[src/verilog/tss_pkg.sv]
// Package for the thermal shutdown supervisor: register map, fields, timing.
// Assumes a 40 MHz system clock and a classic Wishbone register bus.
package tss_pkg;

  // Clock and timing
  localparam int unsigned CLK_HZ        = 40000000;
  localparam int unsigned LINK_TMO_MS   = 2000;
  localparam longint unsigned LINK_TMO_CYC_L = (longint'(CLK_HZ) * LINK_TMO_MS) / 1000;
  localparam int unsigned LINK_TMO_CYC  = int'(LINK_TMO_CYC_L);

  // Channel counts
  localparam int unsigned NUM_CELLS     = 12;
  localparam logic [3:0]  CELLS_TEN     = 4'hA;
  localparam logic [3:0]  CELLS_TWELVE  = 4'hC;

  // Register byte offsets
  localparam logic [7:0] REG_CFG        = 8'h00;
  localparam logic [7:0] REG_DISCHARGE  = 8'h04;
  localparam logic [7:0] REG_CMD        = 8'h08;
  localparam logic [7:0] REG_STATUS     = 8'h0C;
  localparam logic [7:0] REG_TEMP       = 8'h10;
  localparam logic [7:0] REG_CELL_USED  = 8'h14;

  // Configuration fields
  localparam int unsigned CFG_TEN_CELL  = 0;
  localparam int unsigned CFG_CONV_EN   = 1;
  localparam int unsigned CFG_GPIO_LO   = 2;
  localparam int unsigned GPIO_W        = 2;
  localparam logic [31:0] CFG_RESET     = 32'h0000_000C;
  localparam logic [11:0] DCH_RESET     = 12'h000;

  // Command fields: bit 0 start stack, bit 1 start single, bits 7:4 cell index
  localparam int unsigned CMD_STACK     = 0;
  localparam int unsigned CMD_SINGLE    = 1;
  localparam int unsigned CMD_IDX_LO    = 4;

  // Temperature group fields
  localparam int unsigned TEMP_FLAG_BIT = 31;

  // Status fields
  localparam int unsigned ST_STANDBY    = 0;
  localparam int unsigned ST_BUSY       = 1;
  localparam int unsigned ST_SUPERVISE  = 2;

  // Conversion request carrier
  typedef struct packed {
    logic       start;
    logic       single;
    logic [3:0] index;
    logic [3:0] count;
  } tss_conv_s;

  typedef enum logic [1:0] {
    TSS_ACTIVE,
    TSS_STANDBY
  } tss_mode_e;

endpackage

[src/verilog/tss_link_watchdog.sv]
// Link watchdog: counts idle cycles on the host link and flags a timeout.
// Assumes link activity arrives as a synchronous one-cycle or level strobe.
module tss_link_watchdog
  import tss_pkg::*;
#(
  parameter int unsigned TIMEOUT_CYC = LINK_TMO_CYC
)
(
  // Clock and reset
  input  wire logic clk_sys,
  input  wire logic reset,
  // Activity in, timeout out
  input  wire logic activity,
  output logic      expired
);

  logic [31:0] count_ff;
  logic [31:0] nxt_count;
  wire         at_limit = (count_ff >= TIMEOUT_CYC - 32'd1);

  // Count up while idle, restart on any activity
  assign nxt_count = activity ? 32'h0000_0000
                   : (at_limit ? count_ff : count_ff + 32'h0000_0001);
  assign expired   = at_limit && !activity;

  // Idle counter
  always_ff @(posedge clk_sys or posedge reset)
  begin
    if (reset)
      count_ff <= 32'h0000_0000;
    else
      count_ff <= nxt_count;
  end

endmodule

[src/verilog/tss_supervisor.sv]
// Thermal shutdown supervisor with conversion select, discharge and standby control.
// Assumes synchronous inputs and a classic Wishbone master on the register bus.
//
// Implementation choices: the register offsets and the Wishbone register port.
module tss_supervisor
  import tss_pkg::*;
#(
  parameter int unsigned TIMEOUT_CYC = LINK_TMO_CYC
)
(
  // Clock and reset
  input  wire logic        clk_sys,
  input  wire logic        reset,
  // Wishbone slave
  input  wire logic        wb_cyc_i,
  input  wire logic        wb_stb_i,
  input  wire logic        wb_we_i,
  input  wire logic [7:0]  wb_adr_i,
  input  wire logic [3:0]  wb_sel_i,
  input  wire logic [31:0] wb_dat_i,
  output logic [31:0]      wb_dat_o,
  output logic             wb_ack_o,
  // Host link and temperature sensing
  input  wire logic        link_activity,
  input  wire logic        current_mode_active,
  input  wire logic        overtemp_detect,
  input  wire logic [11:0] die_temp_code,
  // Converter side
  input  wire logic        conv_done,
  output tss_conv_s        conv_req,
  output logic [3:0]       conv_cell_first,
  // Pins
  output logic [11:0]      discharge_gate_output,
  output logic [GPIO_W-1:0] gpio_out,
  output logic             watchdog_timeout_out,
  output logic             shutdown_active
);

  // Register state
  logic [31:0] cfg_ff;
  logic [11:0] dch_ff;
  logic [11:0] used_ff;
  logic        overtemp_shutdown_flag_ff;
  logic        busy_ff;
  logic        ack_ff;
  logic [31:0] rdata_ff;
  tss_mode_e   mode_ff;
  tss_conv_s   conv_ff;

  // Bus decode
  wire req        = wb_cyc_i && wb_stb_i && !ack_ff;
  wire wr         = req && wb_we_i;
  wire rd         = req && !wb_we_i;
  wire hit_cfg    = (wb_adr_i == REG_CFG);
  wire hit_dch    = (wb_adr_i == REG_DISCHARGE);
  wire hit_cmd    = (wb_adr_i == REG_CMD);
  wire hit_status = (wb_adr_i == REG_STATUS);
  wire hit_temp   = (wb_adr_i == REG_TEMP);
  wire hit_used   = (wb_adr_i == REG_CELL_USED);

  // Byte-lane merge for writes
  wire [31:0] lane_mask = {{8{wb_sel_i[3]}}, {8{wb_sel_i[2]}},
                           {8{wb_sel_i[1]}}, {8{wb_sel_i[0]}}};
  wire [31:0] cfg_merge = (cfg_ff & ~lane_mask) | (wb_dat_i & lane_mask);
  wire [31:0] dch_merge = ({20'h00000, dch_ff} & ~lane_mask) | (wb_dat_i & lane_mask);
  wire [31:0] use_merge = ({20'h00000, used_ff} & ~lane_mask) | (wb_dat_i & lane_mask);

  // Mode and supervision
  wire in_standby   = (mode_ff == TSS_STANDBY);
  wire supervise    = !in_standby || current_mode_active;
  wire thermal_trip = supervise && overtemp_detect;
  wire link_expired;

  // Link watchdog
  tss_link_watchdog #(
    .TIMEOUT_CYC (TIMEOUT_CYC)
  ) u_watchdog (
    .clk_sys  (clk_sys),
    .reset    (reset),
    .activity (link_activity),
    .expired  (link_expired)
  );

  // Conversion command decode
  wire        cmd_wr     = wr && hit_cmd && wb_sel_i[0];
  wire        conv_en    = cfg_ff[CFG_CONV_EN];
  wire [3:0]  cmd_index  = wb_dat_i[CMD_IDX_LO +: 4];
  wire        idx_ok     = (cmd_index < 4'(NUM_CELLS));
  wire        start_stk  = cmd_wr && wb_dat_i[CMD_STACK] && conv_en && !busy_ff;
  wire        start_one  = cmd_wr && !wb_dat_i[CMD_STACK] && wb_dat_i[CMD_SINGLE]
                           && idx_ok && conv_en && !busy_ff;
  wire [3:0]  stk_count  = cfg_ff[CFG_TEN_CELL] ? CELLS_TEN : CELLS_TWELVE;

  // Temperature group readback, flag as it stood before the read
  wire        temp_rd    = rd && hit_temp;
  wire [31:0] temp_word  = {overtemp_shutdown_flag_ff, 19'h00000, die_temp_code};
  wire [31:0] status_word = {29'h00000000, supervise, busy_ff, in_standby};

  // Read data select; unmapped addresses read zero
  wire [31:0] rd_mux = hit_cfg    ? cfg_ff
                     : hit_dch    ? {20'h00000, dch_ff}
                     : hit_cmd    ? {24'h000000, conv_ff.index, 2'b00, conv_ff.single, busy_ff}
                     : hit_status ? status_word
                     : hit_temp   ? temp_word
                     : hit_used   ? {20'h00000, used_ff}
                     : 32'h0000_0000;

  // Bus handshake: one wait cycle, ack from flop
  always_ff @(posedge clk_sys or posedge reset)
  begin
    if (reset)
    begin
      ack_ff   <= 1'b0;
      rdata_ff <= 32'h0000_0000;
    end
    else
    begin
      ack_ff   <= req;
      rdata_ff <= rd ? rd_mux : rdata_ff;
    end
  end

  assign wb_ack_o = ack_ff;
  assign wb_dat_o = rdata_ff;

  // Mode: standby after link silence, active again on activity
  always_ff @(posedge clk_sys or posedge reset)
  begin
    if (reset)
      mode_ff <= TSS_ACTIVE;
    else if (link_activity)
      mode_ff <= TSS_ACTIVE;
    else if (link_expired)
      mode_ff <= TSS_STANDBY;
  end

  // Configuration: trip restores both defaults, standby restores the discharge default only
  always_ff @(posedge clk_sys or posedge reset)
  begin
    if (reset)
    begin
      cfg_ff <= CFG_RESET;
      dch_ff <= DCH_RESET;
    end
    else if (thermal_trip)
    begin
      cfg_ff <= CFG_RESET;
      dch_ff <= DCH_RESET;
    end
    else if (in_standby)
      dch_ff <= DCH_RESET;
    else if (wr && hit_cfg)
      cfg_ff <= cfg_merge;
    else if (wr && hit_dch)
      dch_ff <= dch_merge[11:0];
  end

  // Cells in use; a clear bit marks an input tied to the top input
  always_ff @(posedge clk_sys or posedge reset)
  begin
    if (reset)
      used_ff <= 12'hFFF;
    else if (wr && hit_used)
      used_ff <= use_merge[11:0];
  end

  // Sticky overtemperature flag; a new trip wins over the clearing read
  always_ff @(posedge clk_sys or posedge reset)
  begin
    if (reset)
      overtemp_shutdown_flag_ff <= 1'b0;
    else if (thermal_trip)
      overtemp_shutdown_flag_ff <= 1'b1;
    else if (temp_rd)
      overtemp_shutdown_flag_ff <= 1'b0;
  end

  // Conversion request register; trip aborts the conversion
  always_ff @(posedge clk_sys or posedge reset)
  begin
    if (reset)
    begin
      busy_ff <= 1'b0;
      conv_ff <= '0;
    end
    else if (thermal_trip || in_standby)
    begin
      busy_ff <= 1'b0;
      conv_ff <= '0;
    end
    else if (start_stk)
    begin
      busy_ff <= 1'b1;
      conv_ff <= '{start: 1'b1, single: 1'b0, index: 4'h0, count: stk_count};
    end
    else if (start_one)
    begin
      busy_ff <= 1'b1;
      conv_ff <= '{start: 1'b1, single: 1'b1, index: cmd_index, count: 4'h1};
    end
    else
    begin
      conv_ff.start <= 1'b0;
      busy_ff       <= busy_ff && !conv_done;
    end
  end

  assign conv_req        = conv_ff;
  // First channel whose input is tied to the top; results from it up read zero
  assign conv_cell_first = first_unused(used_ff);

  function automatic logic [3:0] first_unused(input logic [11:0] used);
    logic [3:0] idx;
    idx = CELLS_TWELVE;
    for (int i = NUM_CELLS - 1; i >= 0; i--)
      if (!used[i])
        idx = 4'(i);
    return idx;
  endfunction

  // Pins: discharge low means on; idle is pulled high
  assign discharge_gate_output = ~(dch_ff & {12{!in_standby}});
  assign shutdown_active       = in_standby;
  assign gpio_out              = shutdown_active ? {GPIO_W{1'b1}}
                                 : cfg_ff[CFG_GPIO_LO +: GPIO_W];
  assign watchdog_timeout_out  = !in_standby;

endmodule

[config.mk]
export PLATFORM = sky130hd
export DESIGN_NAME = tss_supervisor
export DESIGN_NICKNAME = d
export VERILOG_FILES = /design/src/verilog/tss_pkg.sv /design/src/verilog/tss_link_watchdog.sv /design/src/verilog/tss_supervisor.sv
export SDC_FILE = /design/constraint.sdc
export NUM_CORES = 1
export LEC_CHECK = 0
export BUFFER_PORTS_ARGS = -buffer_cell sky130_fd_sc_hd__buf_2
export CORE_MARGIN = 2
export CORE_UTILIZATION = 57
export CTS_BUF_LIST = sky130_fd_sc_hd__clkbuf_2 sky130_fd_sc_hd__clkbuf_4 sky130_fd_sc_hd__clkbuf_8
export DETAILED_ROUTE_END_ITERATION = 8
export PLACE_DENSITY_LB_ADDON = 0.2
export SYNTH_ARGS = -nofsm -noshare
export SYNTH_HDL_FRONTEND = slang
export SYNTH_SLANG_ARGS = --single-unit
[constraint.sdc]
create_clock -name clk_sys -period 4.6 [get_ports clk_sys]
set_input_delay 0.23 -clock clk_sys [delete_from_list [all_inputs] [get_ports clk_sys]]
set_output_delay 0.23 -clock clk_sys [all_outputs]
set_load 0.01 [all_outputs]
Word level (Yosys, flattened, before mapping)
Cells that the tools add are included.
- register bits after elaboration: 135
- reductions and logical operators: 38
- muxes and demuxes: 40
- magnitude comparators: 2
- bitwise operators: 10
- $add $sub $neg: 1
- eq/ne operators: 9
- operator list (cell ; count):
    2-to-1 mux 32 bit ; 10
    AND 32 bit ; 2
    2-to-1 mux 12 bit ; 5
    2-to-1 mux 4 bit ; 11
    AND 12 bit ; 3
    adder 32 x 1 -> 32 bit, second input constant ; 1
    >= comparator 32 x 27 -> 1 bit, second input constant ; 1
    NOT 32 bit ; 1
    bitwise OR 32 bit ; 1
    bitwise OR 12 bit ; 2
    logical AND 1 bit ; 21
    2-to-1 mux 10 bit ; 2
    equality test 8 x 4 -> 1 bit, second input constant ; 2
    equality test 8 x 5 -> 1 bit, second input constant ; 2
    NOT 12 bit ; 1
    2-to-1 mux 9 bit ; 1
    equality test 8 x 3 -> 1 bit, second input constant ; 1
    zero test 8 bit ; 1
    zero test 1 bit ; 7
    2-to-1 mux 1 bit ; 6
    2-to-1 mux 2 bit ; 3
    2-to-1 mux 3 bit ; 2
    nonzero test 2 bit ; 3
    nonzero test 3 bit ; 2
    7 further kinds ; 9

Longest topological paths before layout
Gate-level depths: netlist of run 1.
- depth in word-level cells: 13
- gate-level depth with buffers: 7

Cells and area by module
Synthesis of run 1 repeated with hierarchy kept, for this count alone.
- cells, all modules: 672
- area, all modules: 6703.9 µm²
- modules (own cells, without submodules) (module ; instances ; area an instance (µm²) ; cells an instance):
    tss_supervisor ; 1 ; 4893.4 ; 473
    tss_link_watchdog ; 1 ; 1810.5 ; 199

Worst setup path before layout of run 1
OpenSTA, ideal clock, no wires.
- kind: register to register
- start point: reg u_watchdog.count_ff[21]
- end point: reg u_watchdog.count_ff[3]
- period minus slack after synthesis: 2199 ps
- slack: 2401 ps
- data arrival time: 2121 ps
- stages on the path, launching flop included: 8
- buffers on the path: 2
- cell sequence: dfrtp_1 > or3_1 > or4_4 > a2111oi_4 > buf_4 > buf_6 > o31ai_1 > a21oi_1
- word-level cells in the longest chain between the ends: 2
- RTL lines (what ; RTL line ; text):
    start, declared ; tss_link_watchdog.sv:17 ; logic [31:0] count_ff;
    start signal, assigned ; tss_link_watchdog.sv:32 ; count_ff <= nxt_count;
    >= comparator 32 x 27 -> 1 bit ; tss_link_watchdog.sv:19 ; wire at_limit = (count_ff >= TIMEOUT_CYC - 32'd1);
    != test 2 bit (no line) ; -- ;
No other way between the ends.
A chain may end at the register's enable or synchronous reset.

Final worst setup path of run 1
- start point: reg u_watchdog.count_ff[27]
- end point: reg u_watchdog.count_ff[7]
The elaborated chain is that of the path after synthesis.

==> reports/results.tsv, run 1 <==
stage	metric	value	unit
floorplanning	initial_utilization	58.51	%
critical_path	path_common_cell	sky130_fd_sc_hd__or4_1	
floorplanning	die_height	109.5	microns
timing	setup-tns-final	0	ns
cts	tritoncts_clock_tree	yes	
timing	timing.final.hold_violations	0	
cts	cts-root-to-sink-buffers	2	
cts	clk_latency	0.45	ns
critical_path	critical_path_required	4.96	ns
power_and_ir_drop	vdd_ir_drop_max	0.2465	mV
global_routing	grt_overflow_total	0	
cts	clk_pin_slew_worst_paths	0.08	ns
synth	yosysWarnings	0	
placement	hpwl	11.94	mm
layout	filler_cell_count	816	
floorplanning	fp-row-count	38	
critical_path	cpPeakStageDelay	0.71	ns
cts	number_of_buffers_created_by_cts	17	
synth	dominantRegCellSynth	sky130_fd_sc_hd__dfrtp_1	
timing	timing_max_transition_violations_final	0	
critical_path	sort_of_element_at_the_end_of_the_critical_path	flop	
timing	fmaxAchievable	0.3479	GHz
layout	instances_no_fill	907	
global_routing	gr-usage-all-layers	29.41	%
cts	clock_tree_root_driver_cell	sky130_fd_sc_hd__clkbuf_8	
layout	drive_gt1_share	27.90	%
floorplanning	die_w	109.5	microns
floorplanning	die-area	11990	sq um
layout	fin_nets	820	
global_routing	grt_max_degree	93	
critical_path	slowest_stage	sky130_fd_sc_hd__or4_1	
timing	final.min_clock_period	2.874	ns
placement	dp_slack	1.776	ns
global_routing	grt_pass1_wl	26.74	mm
timing	hold-worst-slack	0.02057	ns
critical_path	crit_family	simple AND/OR/NAND/NOR gates	
critical_path	setup.worst_path.class	flop to flop	
timing	fin_worst_skew	0.01347	ns
layout	finish.instance_area	7432	sq um
layout	post_layout_util	68.56	%
cts	clock-sinks	133	
critical_path	critical_path.startpoint_type	flop	
power_and_ir_drop	power_leakage	3.285	nW
timing	timing.final.ws_setup	1.726	ns
floorplanning	design.core.area	10840	sq um
synth	yosysSeqAreaShare	52.75	%
layout	antenna-diode-count	0	
cts	cts.htree.levels	4	
routing	detailedRoute.firstPassIterationCount	7	
outcome	status	completed	
routing	dr_total_vias	5647	
power_and_ir_drop	p_total	2.245	mW
job	maxCapViolCount	0	
synth	synthDistinctLibCells	55	
power_and_ir_drop	power_density_cells	302.1	nW/um^2
routing	route.detailed.vias_per_inst	6.226	
critical_path	worstPathArrival	3.23	ns
synth	async_reset_ff_share	100.0	%
critical_path	setup.reg_to_reg.worst_slack	1.73	ns
timing	setup_repair_after_global_routing_missed_its_margin	false	
placement	detailed_place.area	7018	sq um
hold_path	hp-class	input pin to flop	
timing	setup_viol	0	
synth	synth.cell_area	6342	sq um
routing	routed_wl	17.02	mm
timing	max_slew.worst_pin.slew	1.144	ns
synth	synth.ff_latch_count	133	
global_routing	grt_antenna_before_repair	0	
synth	syn-mean-instance-area	9.910	sq um
critical_path	critical_path.max_fanout	33	
routing	dr.first_iter.drc_count	480	
layout	syn2layout_area_growth	17.18	%
timing	max_slew_headroom	23.75	%
placement	placedCellCount	873	
routing	detail-route-antenna-nets	0	
placement	finalWeightedCongestion	0.8651	
routing	drt-wirelength-per-cell	18.76	microns
global_routing	vias_in_the_first_global_route	5380	
floorplanning	ioPinCount	128	
critical_path	worstPathCellList	or4_1, nor3_2, nand2_1, or4_1, a21oi_1	
synth	synth.net_count	706	
routing	detail_route.drc_violations	0	
timing	layout_worst_path_cycle_share	62.48	%
synth	post_synth_inst_count	640	
critical_path	number_of_buffers_and_inverters_on_the_critical_path	0	
synth	synth-edff-count	0	
placement	place.port_buffers	127	
==> flip-flops by register name (all words and copies together) (netlist names), named ones only <==
signal                     flops
u_watchdog.count_ff           32
wb_ack_o                       1
cfg_ff                        32
mode_ff                        1
wb_dat_o                      32
overtemp_shutdown_flag_ff      1
busy_ff                        1
conv_req                       9
dch_ff                        12
==> path summary, 6_finish.rpt <==
path                                                startpoint                                  to  depth (start not counted)
max                        u_watchdog.count_ff[27]$_DFFE_PP0P_  u_watchdog.count_ff[7]$_DFFE_PP0P_                          5
min                                               wb_dat_i[17]              cfg_ff[17]$_DFFE_PP0P_                          3
max reg2reg                u_watchdog.count_ff[27]$_DFFE_PP0P_  u_watchdog.count_ff[7]$_DFFE_PP0P_                          5
min reg2reg                            conv_req[2]$_DFFE_PP0P_             conv_req[2]$_DFFE_PP0P_                          1
max in group asynchronous                                reset          asynchronous set/reset pin                          3
min in group asynchronous                                reset              cfg_ff[22]$_DFFE_PP0P_                          2
==> cells in the final DEF, fill, tap and decap left out, types with 3 or more instances in the layout <==
cell type,count
sky130_fd_sc_hd__nand4_1,11
sky130_fd_sc_hd__a31oi_1,3
sky130_fd_sc_hd__a32oi_1,4
sky130_fd_sc_hd__and2_1,6
sky130_fd_sc_hd__mux2_2,14
sky130_fd_sc_hd__o21ai_0,14
sky130_fd_sc_hd__nor2b_1,6
sky130_fd_sc_hd__or4_1,21
sky130_fd_sc_hd__a21oi_1,75
sky130_fd_sc_hd__inv_1,10
sky130_fd_sc_hd__nor2_1,13
sky130_fd_sc_hd__clkbuf_4,5
sky130_fd_sc_hd__clkbuf_8,25
sky130_fd_sc_hd__and4_1,3
sky130_fd_sc_hd__or3_1,9
sky130_fd_sc_hd__dfrtp_1,119
sky130_fd_sc_hd__nand2b_1,5
sky130_fd_sc_hd__nand2_1,133
sky130_fd_sc_hd__o31ai_1,19
sky130_fd_sc_hd__nand3_1,30
sky130_fd_sc_hd__o21ai_1,4
sky130_fd_sc_hd__a22o_1,29
sky130_fd_sc_hd__buf_4,4
sky130_fd_sc_hd__buf_2,127
sky130_fd_sc_hd__or2_2,7
sky130_fd_sc_hd__nor3_1,8
sky130_fd_sc_hd__nor4_1,6
sky130_fd_sc_hd__mux4_2,9
sky130_fd_sc_hd__dfstp_2,14
==> cell type report <==
cell class                      count  area, sq um  share of cell area (%)
Sequential cell                   133         3346                   45.02
Multi-Input combinational cell    458         2788                   37.51
Inverter                           11        43.79                  0.5892
Clock buffer                       30        381.6                   5.135
Clock inverter                      2        12.51                  0.1684
Tap cell                          140        175.2                   2.357
Timing Repair Buffer              133        685.7                   9.226
==> cells by family (layout without fill, tap and decap cells) <==
family	count (synthesis)	count (layout)	synth area share (%)
mux	25	25	5.997
flops	133	133	52.75
compound gates	163	163	16.75
simple gates	269	269	21.01
buf+inv	49	176	3.295
fa+ha+maj	1	1	0.1972
==> Yosys cell counts, types with 4 or more instances <==
master,n,area share (%)
sky130_fd_sc_hd__o31ai_1,19,2.2
sky130_fd_sc_hd__a22o_1,29,4.0
sky130_fd_sc_hd__nor4_1,6,0.59
sky130_fd_sc_hd__or4_1,21,2.5
sky130_fd_sc_hd__nor2b_1,6,0.59
sky130_fd_sc_hd__a32oi_1,4,0.55
sky130_fd_sc_hd__and2_1,6,0.59
sky130_fd_sc_hd__or3_1,9,0.89
sky130_fd_sc_hd__inv_1,11,0.65
sky130_fd_sc_hd__nand2_1,133,7.9
sky130_fd_sc_hd__mux4_2,9,3.2
sky130_fd_sc_hd__a21oi_1,75,5.9
sky130_fd_sc_hd__o21ai_1,4,0.32
sky130_fd_sc_hd__nand4_1,11,1.1
sky130_fd_sc_hd__mux2_2,14,2.5
sky130_fd_sc_hd__o21ai_0,14,1.1
sky130_fd_sc_hd__nand3_1,30,2.4
sky130_fd_sc_hd__nand2b_1,5,0.49
sky130_fd_sc_hd__dfstp_2,14,5.8
sky130_fd_sc_hd__buf_2,8,0.63
sky130_fd_sc_hd__nor3_1,8,0.63
sky130_fd_sc_hd__nor2_1,13,0.77
sky130_fd_sc_hd__or2_2,7,0.69
sky130_fd_sc_hd__clkbuf_1,25,1.5
sky130_fd_sc_hd__dfrtp_1,119,47
==> report_power, final <==
| group | internal, mW | total (mW) | switching (mW) |
|---|---|---|---|
| registers | 1.17 | 1.18 | 0.00512 |
| clock network | 0.519 | 0.943 | 0.424 |
| logic | 0.0397 | 0.123 | 0.0828 |
| total | 1.73 | 2.24 | 0.512 |
==> per-layer routing <==
| layer | GRT usage [%] | up-vias | part of all wire (%) |
|---|---|---|---|
| met3 | 7.765 | 62 | 8.1 |
| met1 | 36.62 | 2709 | 39 |
| met2 | 48.32 | 303 | 50 |
| met4 | 13.11 | 0 | 3.6 |
| met5 | 0 | - | 0 |
| li1 | - | 2573 | - |
==> tightest hold or removal path: stages <==
cell	delay [ns]
sky130_fd_sc_hd__buf_2	0.10
sky130_fd_sc_hd__nand2_1	0.05
sky130_fd_sc_hd__a21oi_1	0.06
==> timing repair <==
action / CTS / global route
setup endpoints to repair: 0 / 0
buffers inserted: 0 / 0
hold endpoints to repair: 2 / 0
gates resized for setup: 0 / 0
hold buffers: 2 / 0
(Power assumes the default switching activity.)
==> run 2: changes to the inputs <==
ABC_AREA = 1   (was unset)
CORE_UTILIZATION = 58   (was 57)
clock period = 2.7 ns   (was 4.6 ns; I/O delays follow)
==> run 2 against run 1 <==
Via count grew 23%. Setup slack lost 1.2 ns. Sequential cell count is the same. Count of clock-buffer cells in the layout shrank 7. Clock power grew 76%. Combinational power grew 140%. Global-route usage shrank 0.15 points. Power grew 78%. Register-to-register slack lost 1.2 ns.
==> reports/results.tsv, run 2 <==
stage	metric	value	unit
outcome	status	completed	
global_routing	vias_in_the_first_global_route	6363	
timing	setup-tns-final	0	ns
layout	post_layout_util	70.54	%
timing	setup_repair_after_global_routing_missed_its_margin	false	
routing	drt-wirelength-per-cell	14.37	microns
hold_path	hp-class	input pin to flop	
synth	synth.ff_latch_count	133	
placement	detailed_place.area	7923	sq um
synth	yosysSeqAreaShare	46.71	%
synth	post-synth-top-count-cell	sky130_fd_sc_hd__nand2_1	
timing	timing.final.hold_violations	0	
layout	filler_cell_count	1056	
placement	finalWeightedCongestion	0.9200	
synth	syn-mean-instance-area	7.199	sq um
routing	dr_total_vias	6946	
synth	synth.net_count	1061	
layout	final_common_cell	sky130_fd_sc_hd__nand2_1	
layout	layout.area.seq	3346	sq um
cts	clock-sinks	133	
cts	cts-root-to-sink-buffers	2	
critical_path	critical_path_required	3.04	ns
layout	syn2layout_area_growth	18.29	%
synth	synthDistinctLibCells	33	
routing	route.detailed.vias_per_inst	5.372	
global_routing	grt_overflow_total	0	
cts	postCtsSetupRepairBufs	0	
critical_path	worstPathArrival	2.46	ns
timing	layout_worst_path_cycle_share	78.74	%
cts	clk_pin_slew_worst_paths	0.08	ns
synth	cell_types_occupying_the_most_area_after_synthesis	sky130_fd_sc_hd__dfrtp_1 (42%), sky130_fd_sc_hd__nand2_1 (17%), sky130_fd_sc_hd__nand3_1 (7.9%)	
floorplanning	initial_utilization	59.64	%
cts	cts.htree.levels	4	
timing	max_slew.worst_pin.slew	0.8150	ns
floorplanning	ioPinCount	128	
cts	number_of_buffers_created_by_cts	17	
power_and_ir_drop	p_total	3.986	mW
timing	fin_worst_skew	0.01184	ns
layout	fin_nets	1199	
timing	timing.final.ws_setup	0.5742	ns
timing	max_slew_headroom	45.55	%
layout	instances_no_fill	1293	
routing	dr.first_iter.drc_count	556	
floorplanning	fp-row-count	40	
placement	hpwl	13.24	mm
global_routing	grt_max_degree	62	
timing	fmaxAchievable	0.4704	GHz
synth	synthDominantCellAreaShare	41.57	%
synth	synth.cell_area	7163	sq um
synth	yosys.area.top_type	sky130_fd_sc_hd__dfrtp_1	
job	maxCapViolCount	0	
synth	dominantRegCellSynth	sky130_fd_sc_hd__dfrtp_1	
critical_path	setup.worst_path.class	flop to flop	
timing	setup_viol	0	
layout	multi_input_area	3293	sq um
synth	synth-edff-count	0	
global_routing	gr-usage-all-layers	29.25	%
routing	detailedRoute.firstPassIterationCount	5	
timing	final.min_clock_period	2.126	ns
global_routing	grt_antenna_before_repair	0	
routing	routed_wl	18.58	mm
placement	dp_slack	0.6000	ns
routing	detail_route.drc_violations	0	
cts	clk_latency	0.46	ns
timing	timing_max_transition_violations_final	0	
cts	hold_buffers	16	
layout	antenna-diode-count	0	
power_and_ir_drop	power_density_cells	470.5	nW/um^2
critical_path	sort_of_element_at_the_end_of_the_critical_path	flop	
power_and_ir_drop	vdd_ir_drop_max	0.3162	mV
routing	detail-route-antenna-nets	0	
placement	placedCellCount	1245	
cts	cts-resized-gates	0	
synth	async_reset_ff_share	100.0	%
floorplanning	die_height	115.1	microns
global_routing	grt_pass1_wl	30.39	mm
placement	place.port_buffers	127	
layout	most-common-layout-cells	sky130_fd_sc_hd__nand2_1 (328), sky130_fd_sc_hd__buf_2 (127), sky130_fd_sc_hd__dfrtp_1 (119), sky130_fd_sc_hd__nor2_1 (118), sky130_fd_sc_hd__nand3_1 (113)	
synth	post_synth_inst_count	995	
floorplanning	die_w	115.1	microns
critical_path	critical_path.max_fanout	21	
floorplanning	design.core.area	12010	sq um
cts	tritoncts_clock_tree	yes	
layout	drive_gt1_share	18.15	%
timing	hold-worst-slack	0.01626	ns
synth	post_synth_most_frequent_cells	sky130_fd_sc_hd__nand2_1 (328), sky130_fd_sc_hd__dfrtp_1 (119), sky130_fd_sc_hd__nor2_1 (118), sky130_fd_sc_hd__nand3_1 (113), sky130_fd_sc_hd__o21ai_0 (90)	
synth	yosysWarnings	0	
layout	finish.instance_area	8473	sq um
floorplanning	die-area	13250	sq um
cts	clock_tree_root_driver_cell	sky130_fd_sc_hd__clkbuf_8	
power_and_ir_drop	power_leakage	4.199	nW
critical_path	critical_path.startpoint_type	flop	
run 2: cell count changes after synthesis, sizes merged, moves of 55 or more:
| cell | delta |
|---|---|
| a21oi | -55 |
| inv | +81 |
| nand2 | +201 |
| nand3 | +83 |
| nor2 | +111 |
| o21ai | +76 |
run 2: cell type report:
type                       instances  area share, %
clock buffer                      23          3.367
clock inverter                     9          1.240
inverter                          94          4.209
multi-input combinational        733          38.87
sequential                       133          39.49
tap                              147          2.171
timing repair buffer             154          10.66
run 2: report_power, final:
| part | internal [mW] | switching [mW] | total, mW |
|---|---|---|---|
| sequential | 2.02 | 0.0152 | 2.03 |
| combinational | 0.103 | 0.190 | 0.294 |
| clock | 0.892 | 0.767 | 1.66 |
run 2: cells by family after synthesis:
logic type | synth area share (%)
AOI/OAI and AO/OA | 9.170
xor gates and xnor gates | 1.712
and+or+nand+nor | 34.92
DFF | 46.71
buffers and inverters | 7.319
adders and majority gates | 0.1746
run 2: final timing paths:
check                                   startpoint                         end  slack [ns]  depth (start not counted)
hold / removal                        wb_dat_i[30]      cfg_ff[30]$_DFFE_PP0P_        0.02                          5
min in group asynchronous                    reset      cfg_ff[22]$_DFFE_PP0P_        0.37                          3
hold reg to reg            conv_req[1]$_DFFE_PP0P_     conv_req[1]$_DFFE_PP0P_        0.48                          2
setup reg to reg                wb_ack_o$_DFF_PP0_      cfg_ff[10]$_DFFE_PP0P_        0.57                          7
max in group asynchronous                    reset  asynchronous set/reset pin        1.51                          4
setup / recovery                wb_ack_o$_DFF_PP0_      cfg_ff[10]$_DFFE_PP0P_        0.57                          7
run 2: per-layer routing:
layer / part of all wire (%) / GRT usage (%) / routed length [microns] / vias to the layer above
met4: 3.0 / 13.41 / 549 / 0
met2: 48 / 47.73 / 8860 / 264
met5: 0 / 0 / 0 / -
met1: 44 / 38.88 / 8103 / 3189
li1: - / - / - / 3450
met3: 5.7 / 4.428 / 1063 / 43
run 2: critical path: stages (launching register included):
cell,delay (ns)
sky130_fd_sc_hd__dfrtp_1,0.43
sky130_fd_sc_hd__nor3_2,0.37
sky130_fd_sc_hd__inv_2,0.20
sky130_fd_sc_hd__nor3_4,0.35
sky130_fd_sc_hd__buf_4,0.32
sky130_fd_sc_hd__nand2_1,0.09
sky130_fd_sc_hd__nand2_1,0.13
sky130_fd_sc_hd__o21ai_0,0.10
==> run 3: changes to the inputs <==
CORE_UTILIZATION = 53   (was 58)
clock period = 1.8 ns   (was 2.7 ns; I/O delays follow)
==> run 3 against run 2 <==
The flow now finishes with violations (negative setup slack). Clock skew down 0.0014 ns. Register-to-register slack got worse by 0.48 ns. Routed wire length increased by 12%. Cell count is 6.7% higher. Non-clock buffer count increased by 56. Global-route usage is 0.052 points lower. Design area rose by 8.1%. Critical path depth grew 5. Die area rose by 9.1%. Critical endpoint is now conv_cell_first[0]. Largest cell class is now multi-input gates. Highest routed layer unchanged.
==> reports/results.tsv, run 3 (synthesis gave the netlist of run 2 again) <==
stage	metric	value	unit
outcome	status	complete, but fails checks	
outcome	violations_in_the_final_reports	negative setup slack	
critical_path	setup.worst_path.class	flop to primary output	
global_routing	grt_antenna_before_repair	0	
floorplanning	initial_utilization	54.09	%
critical_path	worstPathArrival	1.73	ns
layout	final_common_cell	sky130_fd_sc_hd__nand2_1	
floorplanning	ioPinCount	128	
routing	met2RoutedLength	9.827	mm
timing	hold-worst-slack	0.01001	ns
timing	layout_worst_path_cycle_share	101.0	%
floorplanning	die_height	120.3	microns
layout	antenna-diode-count	0	
cts	clk_pin_slew_worst_paths	0.08	ns
global_routing	grt_max_degree	64	
cts	cts.htree.levels	4	
cts	cts-root-to-sink-buffers	2	
layout	syn2layout_area_growth	27.86	%
floorplanning	design.core.area	13240	sq um
placement	finalWeightedCongestion	0.9084	
timing	setup_repair_after_global_routing_missed_its_margin	true	
global_routing	grt_pass1_wl	33.03	mm
floorplanning	die-area	14460	sq um
global_routing	grt_overflow_total	0	
floorplanning	fp-row-count	42	
routing	route.detailed.vias_per_inst	5.251	
timing	max_slew.worst_pin.slew	0.5107	ns
cts	tritoncts_clock_tree	yes	
timing	timing_max_transition_violations_final	0	
routing	detail-route-antenna-nets	0	
cts	clk_latency	0.47	ns
hold_path	hp-class	input pin to flop	
timing	final.min_clock_period	1.817	ns
cts	clock-sinks	133	
timing	timing.final.ws_setup	-0.01732	ns
routing	detail_route.drc_violations	0	
critical_path	critical_path.startpoint_type	flop	
layout	most-common-layout-cells	sky130_fd_sc_hd__nand2_1 (326), sky130_fd_sc_hd__buf_2 (127), sky130_fd_sc_hd__dfrtp_1 (119), sky130_fd_sc_hd__nor2_1 (116), sky130_fd_sc_hd__nand3_1 (113)	
cts	number_of_buffers_created_by_cts	17	
timing	max_slew_headroom	65.83	%
power_and_ir_drop	vdd_ir_drop_max	0.5516	mV
routing	drt-wirelength-per-cell	15.06	microns
routing	detailedRoute.firstPassIterationCount	5	
cts	clock_tree_root_driver_cell	sky130_fd_sc_hd__clkbuf_8	
global_routing	vias_in_the_first_global_route	6764	
routing	routed_wl	20.76	mm
critical_path	sort_of_element_at_the_end_of_the_critical_path	primary output	
job	maxCapViolCount	0	
routing	dr.first_iter.drc_count	619	
timing	fmaxAchievable	0.5503	GHz
routing	routed.top_layer	met4	
power_and_ir_drop	power_density_cells	702.8	nW/um^2
critical_path	regToRegStartpoint	u_watchdog.count_ff[7]$_DFFE_PP0P_	
layout	filler_cell_count	1135	
placement	hpwl	14.24	mm
routing	dr_total_vias	7241	
timing	timing.final.hold_violations	0	
timing	setup_viol	2	
timing	fin_worst_skew	0.01042	ns
routing	routed-wl-met3	1.437	mm
global_routing	gr-usage-all-layers	29.20	%
routing	drt-met1-wl	8.879	mm
power_and_ir_drop	power_leakage	4.535	nW
critical_path	critical_path.max_fanout	2	
placement	place.port_buffers	127	
critical_path	critical_path_required	1.71	ns
floorplanning	die_w	120.3	microns
layout	drive_gt1_share	20.78	%
timing	setup-tns-final	-0.01792	ns
hold_path	timing.hold.worst.start	wb_dat_i[21]	
layout	fin_nets	1256	
## run 3: changes by cell type in the layout (fill, tap and decap cells not counted), sizes merged
cell and change:
buf +35, bufinv +2, clkbuf -1, clkinv -3, clkinvlp +2, dlygate4sd3 +21, nand2 +1
## run 3: worst max-delay path, stage by stage (launching register included)
cell	delay, ns
sky130_fd_sc_hd__dfstp_2	0.54
sky130_fd_sc_hd__inv_1	0.06
sky130_fd_sc_hd__nand2_1	0.05
sky130_fd_sc_hd__nand2_1	0.05
sky130_fd_sc_hd__nand2_1	0.06
sky130_fd_sc_hd__nand2_1	0.05
sky130_fd_sc_hd__nand2_1	0.05
sky130_fd_sc_hd__nand2_1	0.04
sky130_fd_sc_hd__nand2_1	0.06
sky130_fd_sc_hd__nand2_1	0.05
sky130_fd_sc_hd__nand2_1	0.07
sky130_fd_sc_hd__a21oi_2	0.05
sky130_fd_sc_hd__buf_2	0.13
## run 3: final cells by class
cell class	instances	area (sq um)	area share [%]
clock buffers	22	290.3	3.169
clock inverters	10	168.9	1.844
inverters	94	356.6	3.893
multi-input cells	734	3352	36.60
flip-flops and latches	133	3346	36.53
well taps	176	220.2	2.404
repair buffers	210	1425	15.56
## run 3: repair_timing
item | in CTS | in global routing
buffers inserted | 2 | 8
endpoints found under the hold margin | 178 | 0
hold buffers | 37 | 0
pin swaps | 0 | 6
setup endpoints to repair | 1 | 35
cloned | 0 | 1
gates resized for setup | 0 | 16
## run 3: metal layers
| layer | track usage (%) | vias to the layer above |
|---|---|---|
| met2 | 47.69 | 295 |
| li1 | - | 3564 |
| met1 | 38.58 | 3331 |
| met5 | 0 | - |
| met3 | 5.849 | 51 |
| met4 | 11.41 | 0 |
## run 3: path summary, 6_finish.rpt
kind	endpoint	cells after the start	slack (ns)
min	cfg_ff[21]$_DFFE_PP0P_	5	0.01
min in group asynchronous	wb_dat_o[22]$_DFFE_PP0P_	4	0.26
max in group asynchronous	cfg_ff[2]$_DFFE_PP1P_	4	1.06
min reg2reg	conv_req[1]$_DFFE_PP0P_	2	0.47
max reg2reg	u_watchdog.count_ff[25]$_DFFE_PP0P_	9	0.09
max	conv_cell_first[0]	12	-0.02
## run 3: metrics by stage
step | total power [mW] | util (%) | instance area [sq um] | instances | setup slack, ns
2_1_floorplan | 3.327 | - | 7167 | 995 | 0.003686
3_3_place_gp | 3.545 | 61.71 | 8172 | 1299 | 0.1321
3_5_place_dp | 3.548 | 61.71 | 8172 | 1299 | 0.09343
4_1_cts | 6.453 | 68.08 | 9016 | 1370 | -0.03798
5_1_grt | 6.665 | 69.16 | 9159 | 1379 | -0.1579
6_report | 6.437 | 69.16 | 9159 | 1379 | -0.01732
## run 3: power by group
part / total, mW / leakage [nW] / internal (mW) / switching [mW]
Sequential: 3.04 / 1.79 / 3.03 / 0.0192
Combinational: 0.515 / 2.52 / 0.203 / 0.312
Clock: 2.88 / 0.223 / 1.66 / 1.22
Total: 6.44 / 4.54 / 4.89 / 1.55
